==> config.mk <==
export PLATFORM = sky130hd
export DESIGN_NAME = rcb_bank
export DESIGN_NICKNAME = d
export VERILOG_FILES = /design/src/design/rcb_pkg.sv /design/src/design/rcb_pin_sync.sv /design/src/design/rcb_decode.sv /design/src/design/rcb_bank.sv
export VERILOG_INCLUDE_DIRS = /design/src /design/src/design
export SDC_FILE = /design/constraint.sdc
export NUM_CORES = 1
export LEC_CHECK = 0
export ABC_AREA = 1
export BUFFER_PORTS_ARGS = -buffer_cell sky130_fd_sc_hd__buf_2
export CELL_PAD_IN_SITES_DETAIL_PLACEMENT = 1
export CELL_PAD_IN_SITES_GLOBAL_PLACEMENT = 2
export CORE_MARGIN = 2
export CORE_UTILIZATION = 34
export CTS_CLUSTER_DIAMETER = 40
export DETAILED_ROUTE_END_ITERATION = 6
export PLACE_DENSITY_LB_ADDON = 0.1
export SYNTH_ARGS = -nofsm -noshare
export SYNTH_HDL_FRONTEND = slang
export SYNTH_SLANG_ARGS = --single-unit
==> constraint.sdc <==
create_clock -name i_clk -period 1.99 [get_ports i_clk]
set_clock_uncertainty 0.05 [all_clocks]
set_input_delay 0.0995 -clock i_clk [delete_from_list [all_inputs] [get_ports i_clk]]
set_output_delay 0.0995 -clock i_clk [all_outputs]
set_load 0.01 [all_outputs]
==> src/design/rcb_params.svh <==
`ifndef RCB_PARAMS_SVH
`define RCB_PARAMS_SVH
// ****************************************
// offsets
// ****************************************
`define RCB_OFF_A_PIN 8'h00
`define RCB_OFF_B_PIN 8'h01
`define RCB_OFF_A_MODE 8'h02
`define RCB_OFF_B_MODE 8'h03
`define RCB_OFF_A_OUT 8'h04
`define RCB_OFF_B_OUT 8'h05
`define RCB_OFF_A_DIR 8'h06
`define RCB_OFF_B_DIR 8'h07
`define RCB_OFF_A_DRV 8'h08
`define RCB_OFF_B_DRV 8'h09
`define RCB_OFF_A_IN_CELL 8'h0A
`define RCB_OFF_B_IN_CELL 8'h0B
`define RCB_OFF_A_DRV_ON 8'h0C
`define RCB_OFF_B_DRV_ON 8'h0D
`define RCB_OFF_C_PIN 8'h10
`define RCB_OFF_D_PIN 8'h11
`define RCB_OFF_C_OUT 8'h12
`define RCB_OFF_D_OUT 8'h13
`define RCB_OFF_C_DIR 8'h14
`define RCB_OFF_D_DIR 8'h15
`define RCB_OFF_C_DRV 8'h16
`define RCB_OFF_D_DRV 8'h17
`define RCB_OFF_C_IN_CELL 8'h18
`define RCB_OFF_C_DRV_ON 8'h1A
`define RCB_OFF_D_DRV_ON 8'h1B
`define RCB_OFF_CELL_FIRST 8'h20
`define RCB_OFF_CELL_SECOND 8'h21
`define RCB_OFF_MASK_FIRST 8'h22
`define RCB_OFF_MASK_SECOND 8'h23
`define RCB_OFF_PWR_FIRST 8'hB0
`define RCB_OFF_PWR_SECOND 8'hB4
`define RCB_OFF_MAIN_PROT 8'hC0
`define RCB_OFF_SEC_PROT 8'hC2
`define RCB_OFF_PWR_THIRD 8'hC7
`define RCB_OFF_PAGE 8'hE0
`define RCB_OFF_ROUTING 8'hE2
// ****************************************
// fields and reset values
// ****************************************
`define RCB_PWR3_STICKY_BIT 1
`define RCB_RT_PIO_BIT 7
`define RCB_RT_MAIN_DATA_BIT 4
`define RCB_RT_SEC_DATA_BIT 3
`define RCB_RT_MAIN_FETCH_BIT 2
`define RCB_RT_SEC_FETCH_BIT 1
`define RCB_RT_NV_MASK 8'h1E
`define RCB_RST_BYTE 8'h00
`define RCB_RST_DRIVE 8'h00
`define RCB_UNUSED_READ 8'h00
`endif

==> src/design/rcb_pkg.sv <==
`default_nettype none
package rcb_pkg;
  typedef logic [7:0] rcb_byte_t;
  // ****************************************
  // per-port pin views and controls, bus and routing
  // ****************************************
  typedef struct packed {
    rcb_byte_t pin_level;
    rcb_byte_t in_cells;
    rcb_byte_t cell_out;
  } rcb_port_in_t;
  typedef struct packed {
    rcb_byte_t level;
    rcb_byte_t dir;
    rcb_byte_t drive;
    rcb_byte_t mode;
  } rcb_port_ctl_t;
  typedef struct packed {
    logic wr;
    logic rd;
    rcb_byte_t addr;
    rcb_byte_t wdata;
  } rcb_bus_t;
  typedef struct packed {
    logic main_data;
    logic sec_data;
    logic main_fetch;
    logic sec_fetch;
    logic pio_mode;
  } rcb_route_t;
endpackage : rcb_pkg
`default_nettype wire

==> src/design/rcb_pin_sync.sv <==
`default_nettype none
module rcb_pin_sync #(
  parameter int WIDTH = 8
) (
  // clock and reset
  input wire logic i_clk,
  input wire logic i_rst_n,
  // pin side
  input wire logic [WIDTH-1:0] i_pins,
  // synchronised side
  output logic [WIDTH-1:0] o_level
);
  import rcb_pkg::*;
  typedef struct packed {
    logic [WIDTH-1:0] s1;
    logic [WIDTH-1:0] s2;
    logic [WIDTH-1:0] s3;
    logic [WIDTH-1:0] lvl;
  } rcb_sync_st_t;
  rcb_sync_st_t st;
  rcb_sync_st_t next_st;
  always_comb begin
    next_st = st;
    next_st.s1 = i_pins;
    next_st.s2 = st.s1;
    next_st.s3 = st.s2;
    // change counts once stages two and three agree
    for (int i = 0; i < WIDTH; i++) begin
      if (st.s2[i] == st.s3[i]) begin
        next_st.lvl[i] = st.s3[i];
      end
    end
  end
  always_ff @(posedge i_clk or negedge i_rst_n) begin
    if (!i_rst_n) begin
      st <= '0;
    end else begin
      st <= next_st;
    end
  end
  assign o_level = st.lvl;
endmodule : rcb_pin_sync
`default_nettype wire

==> src/design/rcb_decode.sv <==
`default_nettype none
`include "rcb_params.svh"
module rcb_decode (
  // core data bus
  input wire logic [15:0] i_addr,
  input wire logic [15:0] i_base,
  // decoded
  output logic o_hit,
  output logic [7:0] o_offset
);
  import rcb_pkg::*;
  logic [15:0] diff;
  // relocatable window of 256 locations
  always_comb begin
    diff = i_addr - i_base;
    o_hit = (i_addr[15:8] == i_base[15:8]);
    o_offset = diff[7:0];
  end
endmodule : rcb_decode
`default_nettype wire

==> src/design/rcb_bank.sv <==
`default_nettype none
`include "rcb_params.svh"
module rcb_bank #(
  parameter logic [15:0] BASE_ADDR = 16'h0000,
  parameter logic [7:0] MAIN_PROT_NV = 8'h00,
  parameter logic [7:0] SEC_PROT_NV = 8'h00,
  parameter logic [7:0] ROUTE_NV = 8'h00
) (
  // clock and reset
  input wire logic i_clk,
  input wire logic i_rst_n,
  // core data bus, byte wide
  input wire logic i_wr,
  input wire logic i_rd,
  input wire logic [15:0] i_addr,
  input wire logic [7:0] i_wdata,
  output logic [7:0] o_rdata,
  // pins and logic-cell views, ports a to d
  input wire rcb_pkg::rcb_port_in_t i_port_a,
  input wire rcb_pkg::rcb_port_in_t i_port_b,
  input wire rcb_pkg::rcb_port_in_t i_port_c,
  input wire rcb_pkg::rcb_port_in_t i_port_d,
  input wire logic [7:0] i_drv_on_a,
  input wire logic [7:0] i_drv_on_b,
  input wire logic [7:0] i_drv_on_c,
  input wire logic [7:0] i_drv_on_d,
  // output logic cells: states in, loads out
  input wire logic [7:0] i_cells_first,
  input wire logic [7:0] i_cells_second,
  input wire logic i_secure,
  output logic [7:0] o_cell_load_first,
  output logic [7:0] o_cell_load_second,
  output logic [7:0] o_cell_data,
  // port controls
  output rcb_pkg::rcb_port_ctl_t o_ctl_a,
  output rcb_pkg::rcb_port_ctl_t o_ctl_b,
  output rcb_pkg::rcb_port_ctl_t o_ctl_c,
  output rcb_pkg::rcb_port_ctl_t o_ctl_d,
  // memory control
  output logic [7:0] o_pwr_first,
  output logic [7:0] o_pwr_second,
  output logic [7:0] o_pwr_third,
  output logic [7:0] o_page,
  output rcb_pkg::rcb_route_t o_route
);
  import rcb_pkg::*;

  // ****************************************
  // state
  // ****************************************
  typedef struct packed {
    rcb_byte_t a_mode;
    rcb_byte_t b_mode;
    rcb_byte_t [3:0] out_lvl;
    rcb_byte_t [3:0] dir;
    rcb_byte_t [3:0] drive;
    rcb_byte_t mask_first;
    rcb_byte_t mask_second;
    rcb_byte_t load_first;
    rcb_byte_t load_second;
    rcb_byte_t cell_data;
    rcb_byte_t pwr_first;
    rcb_byte_t pwr_second;
    rcb_byte_t pwr_third;
    rcb_byte_t page;
    rcb_byte_t route;
    logic route_loaded;
    rcb_byte_t rdata;
  } rcb_state_t;
  rcb_state_t st;
  rcb_state_t next_st;

  logic hit;
  logic [7:0] off;
  logic [31:0] pin_raw;
  logic [31:0] pin_sync;
  logic [7:0] ctl_reset_route;

  // ****************************************
  // decode and pin synchronisers
  // ****************************************
  rcb_decode u_decode (
    .i_addr(i_addr),
    .i_base(BASE_ADDR),
    .o_hit(hit),
    .o_offset(off)
  );

  // pins arrive from outside the clock domain
  assign pin_raw = {i_port_d.pin_level, i_port_c.pin_level,
                    i_port_b.pin_level, i_port_a.pin_level};
  rcb_pin_sync #(.WIDTH(32)) u_pin_sync (
    .i_clk(i_clk),
    .i_rst_n(i_rst_n),
    .i_pins(pin_raw),
    .o_level(pin_sync)
  );

  // masked view of an output-cell bank: masked bits read zero
  function automatic rcb_byte_t cell_view(input rcb_byte_t cells, input rcb_byte_t mask);
    cell_view = cells & ~mask;
  endfunction

  // pure read mux, unmapped offsets read zero
  function automatic rcb_byte_t read_mux(input logic [7:0] o, input rcb_state_t s,
                                         input logic [31:0] pins);
    unique case (o)
      `RCB_OFF_A_PIN: read_mux = pins[7:0];
      `RCB_OFF_B_PIN: read_mux = pins[15:8];
      `RCB_OFF_C_PIN: read_mux = pins[23:16];
      `RCB_OFF_D_PIN: read_mux = pins[31:24];
      `RCB_OFF_A_MODE: read_mux = s.a_mode;
      `RCB_OFF_B_MODE: read_mux = s.b_mode;
      `RCB_OFF_A_OUT: read_mux = s.out_lvl[0];
      `RCB_OFF_B_OUT: read_mux = s.out_lvl[1];
      `RCB_OFF_C_OUT: read_mux = s.out_lvl[2];
      `RCB_OFF_D_OUT: read_mux = s.out_lvl[3];
      `RCB_OFF_A_DIR: read_mux = s.dir[0];
      `RCB_OFF_B_DIR: read_mux = s.dir[1];
      `RCB_OFF_C_DIR: read_mux = s.dir[2];
      `RCB_OFF_D_DIR: read_mux = s.dir[3];
      `RCB_OFF_A_DRV: read_mux = s.drive[0];
      `RCB_OFF_B_DRV: read_mux = s.drive[1];
      `RCB_OFF_C_DRV: read_mux = s.drive[2];
      `RCB_OFF_D_DRV: read_mux = s.drive[3];
      `RCB_OFF_A_IN_CELL: read_mux = i_port_a.in_cells;
      `RCB_OFF_B_IN_CELL: read_mux = i_port_b.in_cells;
      `RCB_OFF_C_IN_CELL: read_mux = i_port_c.in_cells;
      `RCB_OFF_A_DRV_ON: read_mux = i_drv_on_a;
      `RCB_OFF_B_DRV_ON: read_mux = i_drv_on_b;
      `RCB_OFF_C_DRV_ON: read_mux = i_drv_on_c;
      `RCB_OFF_D_DRV_ON: read_mux = i_drv_on_d;
      `RCB_OFF_CELL_FIRST: read_mux = cell_view(i_cells_first, s.mask_first);
      `RCB_OFF_CELL_SECOND: read_mux = cell_view(i_cells_second, s.mask_second);
      `RCB_OFF_MASK_FIRST: read_mux = s.mask_first;
      `RCB_OFF_MASK_SECOND: read_mux = s.mask_second;
      `RCB_OFF_PWR_FIRST: read_mux = s.pwr_first;
      `RCB_OFF_PWR_SECOND: read_mux = s.pwr_second;
      `RCB_OFF_PWR_THIRD: read_mux = s.pwr_third;
      `RCB_OFF_MAIN_PROT: read_mux = MAIN_PROT_NV;
      `RCB_OFF_SEC_PROT: read_mux = {i_secure, SEC_PROT_NV[6:0]};
      `RCB_OFF_PAGE: read_mux = s.page;
      `RCB_OFF_ROUTING: read_mux = s.route;
      default: read_mux = `RCB_UNUSED_READ;
    endcase
  endfunction

  // ****************************************
  // next state
  // ****************************************
  always_comb begin
    next_st = st;
    next_st.load_first = `RCB_RST_BYTE;
    next_st.load_second = `RCB_RST_BYTE;
    // routing takes the stored setting once after every reset
    if (!st.route_loaded) begin
      next_st.route = ROUTE_NV & `RCB_RT_NV_MASK;
      next_st.route_loaded = 1'b1;
    end
    if (hit && i_rd) begin
      next_st.rdata = read_mux(off, st, pin_sync);
    end
    if (hit && i_wr) begin
      unique case (off)
        `RCB_OFF_A_MODE: next_st.a_mode = i_wdata;
        `RCB_OFF_B_MODE: next_st.b_mode = i_wdata;
        `RCB_OFF_A_OUT: next_st.out_lvl[0] = i_wdata;
        `RCB_OFF_B_OUT: next_st.out_lvl[1] = i_wdata;
        `RCB_OFF_C_OUT: next_st.out_lvl[2] = i_wdata;
        `RCB_OFF_D_OUT: next_st.out_lvl[3] = i_wdata;
        `RCB_OFF_A_DIR: next_st.dir[0] = i_wdata;
        `RCB_OFF_B_DIR: next_st.dir[1] = i_wdata;
        `RCB_OFF_C_DIR: next_st.dir[2] = i_wdata;
        `RCB_OFF_D_DIR: next_st.dir[3] = i_wdata;
        `RCB_OFF_A_DRV: next_st.drive[0] = i_wdata;
        `RCB_OFF_B_DRV: next_st.drive[1] = i_wdata;
        `RCB_OFF_C_DRV: next_st.drive[2] = i_wdata;
        `RCB_OFF_D_DRV: next_st.drive[3] = i_wdata;
        `RCB_OFF_CELL_FIRST: begin
          next_st.load_first = ~st.mask_first;
          next_st.cell_data = i_wdata;
        end
        `RCB_OFF_CELL_SECOND: begin
          next_st.load_second = ~st.mask_second;
          next_st.cell_data = i_wdata;
        end
        `RCB_OFF_MASK_FIRST: next_st.mask_first = i_wdata;
        `RCB_OFF_MASK_SECOND: next_st.mask_second = i_wdata;
        `RCB_OFF_PWR_FIRST: next_st.pwr_first = i_wdata;
        `RCB_OFF_PWR_SECOND: next_st.pwr_second = i_wdata;
        `RCB_OFF_PWR_THIRD: begin
          // sticky bit: software can set it, only reset clears it
          next_st.pwr_third = i_wdata;
          next_st.pwr_third[`RCB_PWR3_STICKY_BIT] =
            i_wdata[`RCB_PWR3_STICKY_BIT] | st.pwr_third[`RCB_PWR3_STICKY_BIT];
        end
        `RCB_OFF_PAGE: next_st.page = i_wdata;
        `RCB_OFF_ROUTING: next_st.route = i_wdata;
        // read-only and unused offsets ignore writes
        default: ;
      endcase
    end
  end

  always_ff @(posedge i_clk or negedge i_rst_n) begin
    if (!i_rst_n) begin
      st <= '0;
    end else begin
      st <= next_st;
    end
  end

  // ****************************************
  // outputs
  // ****************************************
  // output level passes out whatever the mode; ports c and d have no mode register and report zero
  assign ctl_reset_route = `RCB_RST_DRIVE;
  assign o_ctl_a = '{level: st.out_lvl[0], dir: st.dir[0], drive: st.drive[0],
                     mode: st.a_mode};
  assign o_ctl_b = '{level: st.out_lvl[1], dir: st.dir[1], drive: st.drive[1],
                     mode: st.b_mode};
  assign o_ctl_c = '{level: st.out_lvl[2], dir: st.dir[2], drive: st.drive[2],
                     mode: ctl_reset_route};
  assign o_ctl_d = '{level: st.out_lvl[3], dir: st.dir[3], drive: st.drive[3],
                     mode: ctl_reset_route};
  assign o_rdata = st.rdata;
  assign o_cell_load_first = st.load_first;
  assign o_cell_load_second = st.load_second;
  assign o_cell_data = st.cell_data;
  assign o_pwr_first = st.pwr_first;
  assign o_pwr_second = st.pwr_second;
  assign o_pwr_third = st.pwr_third;
  assign o_page = st.page;
  assign o_route = '{main_data: st.route[`RCB_RT_MAIN_DATA_BIT],
                     sec_data: st.route[`RCB_RT_SEC_DATA_BIT],
                     main_fetch: st.route[`RCB_RT_MAIN_FETCH_BIT],
                     sec_fetch: st.route[`RCB_RT_SEC_FETCH_BIT],
                     pio_mode: st.route[`RCB_RT_PIO_BIT]};

  // ****************************************
  // checks
  // ****************************************
  AST_PWR3_STICKY: assert property (@(posedge i_clk) disable iff (!i_rst_n)
    $past(st.pwr_third[1]) |-> st.pwr_third[1])
    else $error("power third bit 1 cleared without reset");
  AST_ROUTE_INIT: assert property (@(posedge i_clk) disable iff (!i_rst_n)
    $rose(st.route_loaded) |-> st.route == (ROUTE_NV & 8'h1E))
    else $error("routing not restored after reset");
  AST_PIO_RESET: assert property (@(posedge i_clk) disable iff (!i_rst_n)
    $rose(st.route_loaded) |-> !o_route.pio_mode)
    else $error("peripheral mode set after reset");
  AST_PAGE_WR: assert property (@(posedge i_clk) disable iff (!i_rst_n)
    (hit && i_wr && off == 8'hE0) |=> o_page == $past(i_wdata))
    else $error("page write lost");
  AST_PROT_RD: assert property (@(posedge i_clk) disable iff (!i_rst_n)
    (hit && i_rd && off == 8'hC0) |=> o_rdata == MAIN_PROT_NV)
    else $error("main protection read wrong");
  AST_MASK_LOAD: assert property (@(posedge i_clk) disable iff (!i_rst_n)
    (hit && i_wr && off == 8'h20) |=> o_cell_load_first == ~st.mask_first)
    else $error("masked cell loaded");
  AST_DIR_WR: assert property (@(posedge i_clk) disable iff (!i_rst_n)
    (hit && i_wr && off == 8'h06) |=> o_ctl_a.dir == $past(i_wdata))
    else $error("direction write lost");
  AST_UNUSED_RD: assert property (@(posedge i_clk) disable iff (!i_rst_n)
    (hit && i_rd && off == 8'h40) |=> o_rdata == 8'h00)
    else $error("unused location read nonzero");
  AST_ROUTE_WR: assert property (@(posedge i_clk) disable iff (!i_rst_n)
    (st.route_loaded && hit && i_wr && off == 8'hE2) |=> st.route == $past(i_wdata))
    else $error("routing write lost");
endmodule : rcb_bank
`default_nettype wire

==> qor.csv <==
stage,metric,value,unit
placement,hpwl,44500,um
global_routing,grt_pass1_wl,89300,um
sta,hold_slack,0.0233,ns
route,drtAntennaViolNets,0,
sta,rsz0062_at_grt,no,
global_routing,grt_pass1_vias,13264,
critical_path,reg2reg_slack,0.14,ns
clock_network,numClockSinks,329,
clock_network,tritoncts,built,
placement,post-place-ws,-0.234,ns
clock_network,cts_buffer_depth,3,
hold_path,hold_class,in -> reg,
finish,diodes,0,
placement,placedCellCount,2440,
finish,instances_no_fill,2607,
placement,place_area,0.0165,mm^2
global_routing,met2_usage,44.0,%
placement,gp_congestion,0.875,
clock_network,clk_pin_slew,0.05,ns
critical_path,r2r_end,o_rdata[1]$_DFFE_PN0P_,
global_routing,grt_start_max_net_pins,63,
route,via_per_inst,4.83,
pwr,p_per_area,961,mW/mm^2
flow_run,drv_cap,0,
finish,fillers,5116,
floorplanning,io-pin-count,370,
sta,hold_viol,0,
critical_path,cp_slowest_cell,dlygate4sd3_1,
synth,ys_seq_elements,329,
route,avgRoutedWirePerCell,23.1,um
sta,fmax,540,MHz
critical_path,reg2reg_depth,7,
synth,yosysWarnings,0,
critical_path,cp-end-kind,flop,
critical_path,worst-setup-path-type,in -> reg,
critical_path,worstSetupEndpoint,o_rdata[1]$_DFFE_PN0P_,
synth,synthArstFlopShare,100,%
sta,worst_slack,0.137,ns
finish,drive_above_1_share,27.8,%
synth,synth_flop_cell,dfrtp_1,
global_routing,grt_busiest_layer,met2,
floorplanning,start_util,34.2,%
route,finalWirelength,60100,um
finish,finalInstanceArea,0.0193,mm^2
route,drt-initial-drc-count,699,
critical_path,start_kind,input port,
clock_network,htree_num_levels,2,
sta,finalCritPeriodShare,93.1,%
global_routing,grtUsageMet3,4.47,%
floorplanning,fp.dieW,214,um
critical_path,rr_startpoint,o_ctl_a[9]$_DFFE_PN0P_,
finish,syn_to_final_growth,28.4,%
pwr,total_power,18.5,mW
clock_network,clock_tree.root_cell,clkbuf_16,
sta,worst_pin_slew,1.07,ns
finish,mostFrequentLayoutCell,nand2_1,
synth,avgSynthCellArea,8.88,um^2
floorplanning,dieArea,0.0459,mm^2
sta,setup_viol,0,
finish,ff_latch_area,0.00823,mm^2
finish,finish.utilization,44.0,%
global_routing,grt-ovfl-total,0,
critical_path,crit_start,i_addr[3],
route,drc_errors,0,
floorplanning,fp.coreArea,0.0439,mm^2
synth,netlist_area,0.0150,mm^2
critical_path,timing.critical_path.mode_cell,nand2_1,
clock_network,clk_latency,0.59,ns
route,num_vias,12603,
clock_network,cts_buffers,55,
synth,syn_inst,1693,
global_routing,grtUsageMet1,35.0,%
route,drt_first_pass_iters,5,
placement,place.port_buffers,313,
finish,layout_common_cells,"nand2_1, dfrtp_1, buf_2",
sta,slew-limit-headroom,28.2,%
pwr,ir_worst_vdd,706,uV
sta,slew_violations,0,
synth,synth.distinct_cells,30,
critical_path,cp.required,2.46,ns
global_routing,antenna_found_initial,1,
critical_path,cpPeakStageDelay,0.56,ns
finish,multi_input_area,0.00493,mm^2
sta,tns,0,ns
sta,period_minus_slack,1.85,ns
global_routing,groute.usage.overall,26.3,%
critical_path,worst-path-max-fanout,7,
pwr,leakage,9.91,nW
floorplanning,fp.dieH,214,um
critical_path,worstPathCellList,buf_2 -> buf_4 -> nor2_2 -> nand2_1 -> nor2_2 -> nand3b_1 -> nand3_1 -> dlygate4sd3_1 -> nor2_1 -> nand3_1 -> nand2_1 -> nand2_1,
floorplanning,num_rows,77,
synth,synth_edf_count,0,
synth,ys_seq_area_share,54.8,%
finish,nets,2145,
outcome,status,completed,
critical_path,crit_arrival,2.33,ns
## final cells by class
cell class                 count  area share, %
clock inverter                34           2.87
sequential                   329           42.6
inverter                      38          0.739
clock buffer                  66           7.98
timing repair buffer         471           16.4
tap                          592           3.84
multi-input combinational   1077           25.5
## cell usage after synthesis (6+ instances only)
cell        n  area, um^2
nor2_1    125         469
o21ai_1    59         295
nand3_1   181         906
dfrtp_1   329        8230
buf_2      38         190
maj3_1     32         320
nand3b_1    6        45.0
nor2_2     13        81.3
clkbuf_1   24        90.1
nand2_1   465        1750
nand4_1     9        56.3
o21ai_0   116         581
inv_1      33         124
nor3_1     16        80.1
buf_4     199        1490
nand2_2    22         138
## what timing repair did
action | 4_1_cts | 5_1_grt
hold buffers | 64 | 0
buffers inserted | 0 | 3
hold endpoints to repair | 400 | 0
setup endpoints to repair | 0 | 3
resized for setup | 0 | 3
## flip-flops by register name, indices dropped and copies added, names as in the netlist
signal / cells
o_pwr_second: 8
o_pwr_third: 8
o_cell_data: 8
o_ctl_d: 24
o_cell_load_second: 8
o_ctl_b: 32
u_pin_sync.next_st: 64
o_cell_load_first: 8
o_ctl_a: 32
st: 20
o_ctl_c: 24
u_pin_sync.o_level: 32
u_pin_sync.st: 32
o_route: 5
o_page: 8
o_rdata: 8
o_pwr_first: 8
## per-layer routing
metal / vias up / wire length, um
li1: 5864 / -
met1: 6299 / 26500
met2: 363 / 29000
met3: 77 / 3140
met4: 0 / 1490
met5: - / 0
## cell families after synthesis
| kind of cell | share of synthesized area (%) |
|---|---|
| other | 0.0500 |
| and+or+nand+nor | 24.1 |
| DFF | 54.8 |
| adders and majority gates | 2.13 |
| AOI/OAI and AO/OA | 6.03 |
| buffers and inverters | 12.9 |
## critical path, delay by kind of cell
kind | cells | cell delay, ns
simple gates | 9 | 1.40
buf+inv | 3 | 0.81
## power by group
group	leakage (nW)	internal [mW]	switching (mW)
combinational	4.60	0.339	0.524
sequential	4.30	6.86	0.103
clock	1.01	7.12	3.60
total	9.91	14.3	4.22
## worst min-delay path by stage
stage | endpoint | start | depth (start not counted) | slack (ns)
floorplan | o_cell_data[0]$_DFFE_PN0P_ | i_rst_n | 0 | -0.25
global placement | u_pin_sync.next_st[67]$_DFF_PN0_ | i_rst_n | 1 | -0.03
detailed placement | u_pin_sync.next_st[64]$_DFF_PN0_ | i_rst_n | 1 | -0.03
CTS | o_rdata[7]$_DFFE_PN0P_ | i_drv_on_d[7] | 9 | 0.0009
global route | u_pin_sync.next_st[82]$_DFF_PN0_ | i_port_c[18] | 2 | 0.08
finish | o_rdata[7]$_DFFE_PN0P_ | i_drv_on_d[7] | 9 | 0.02
(Power assumes the default switching activity.)
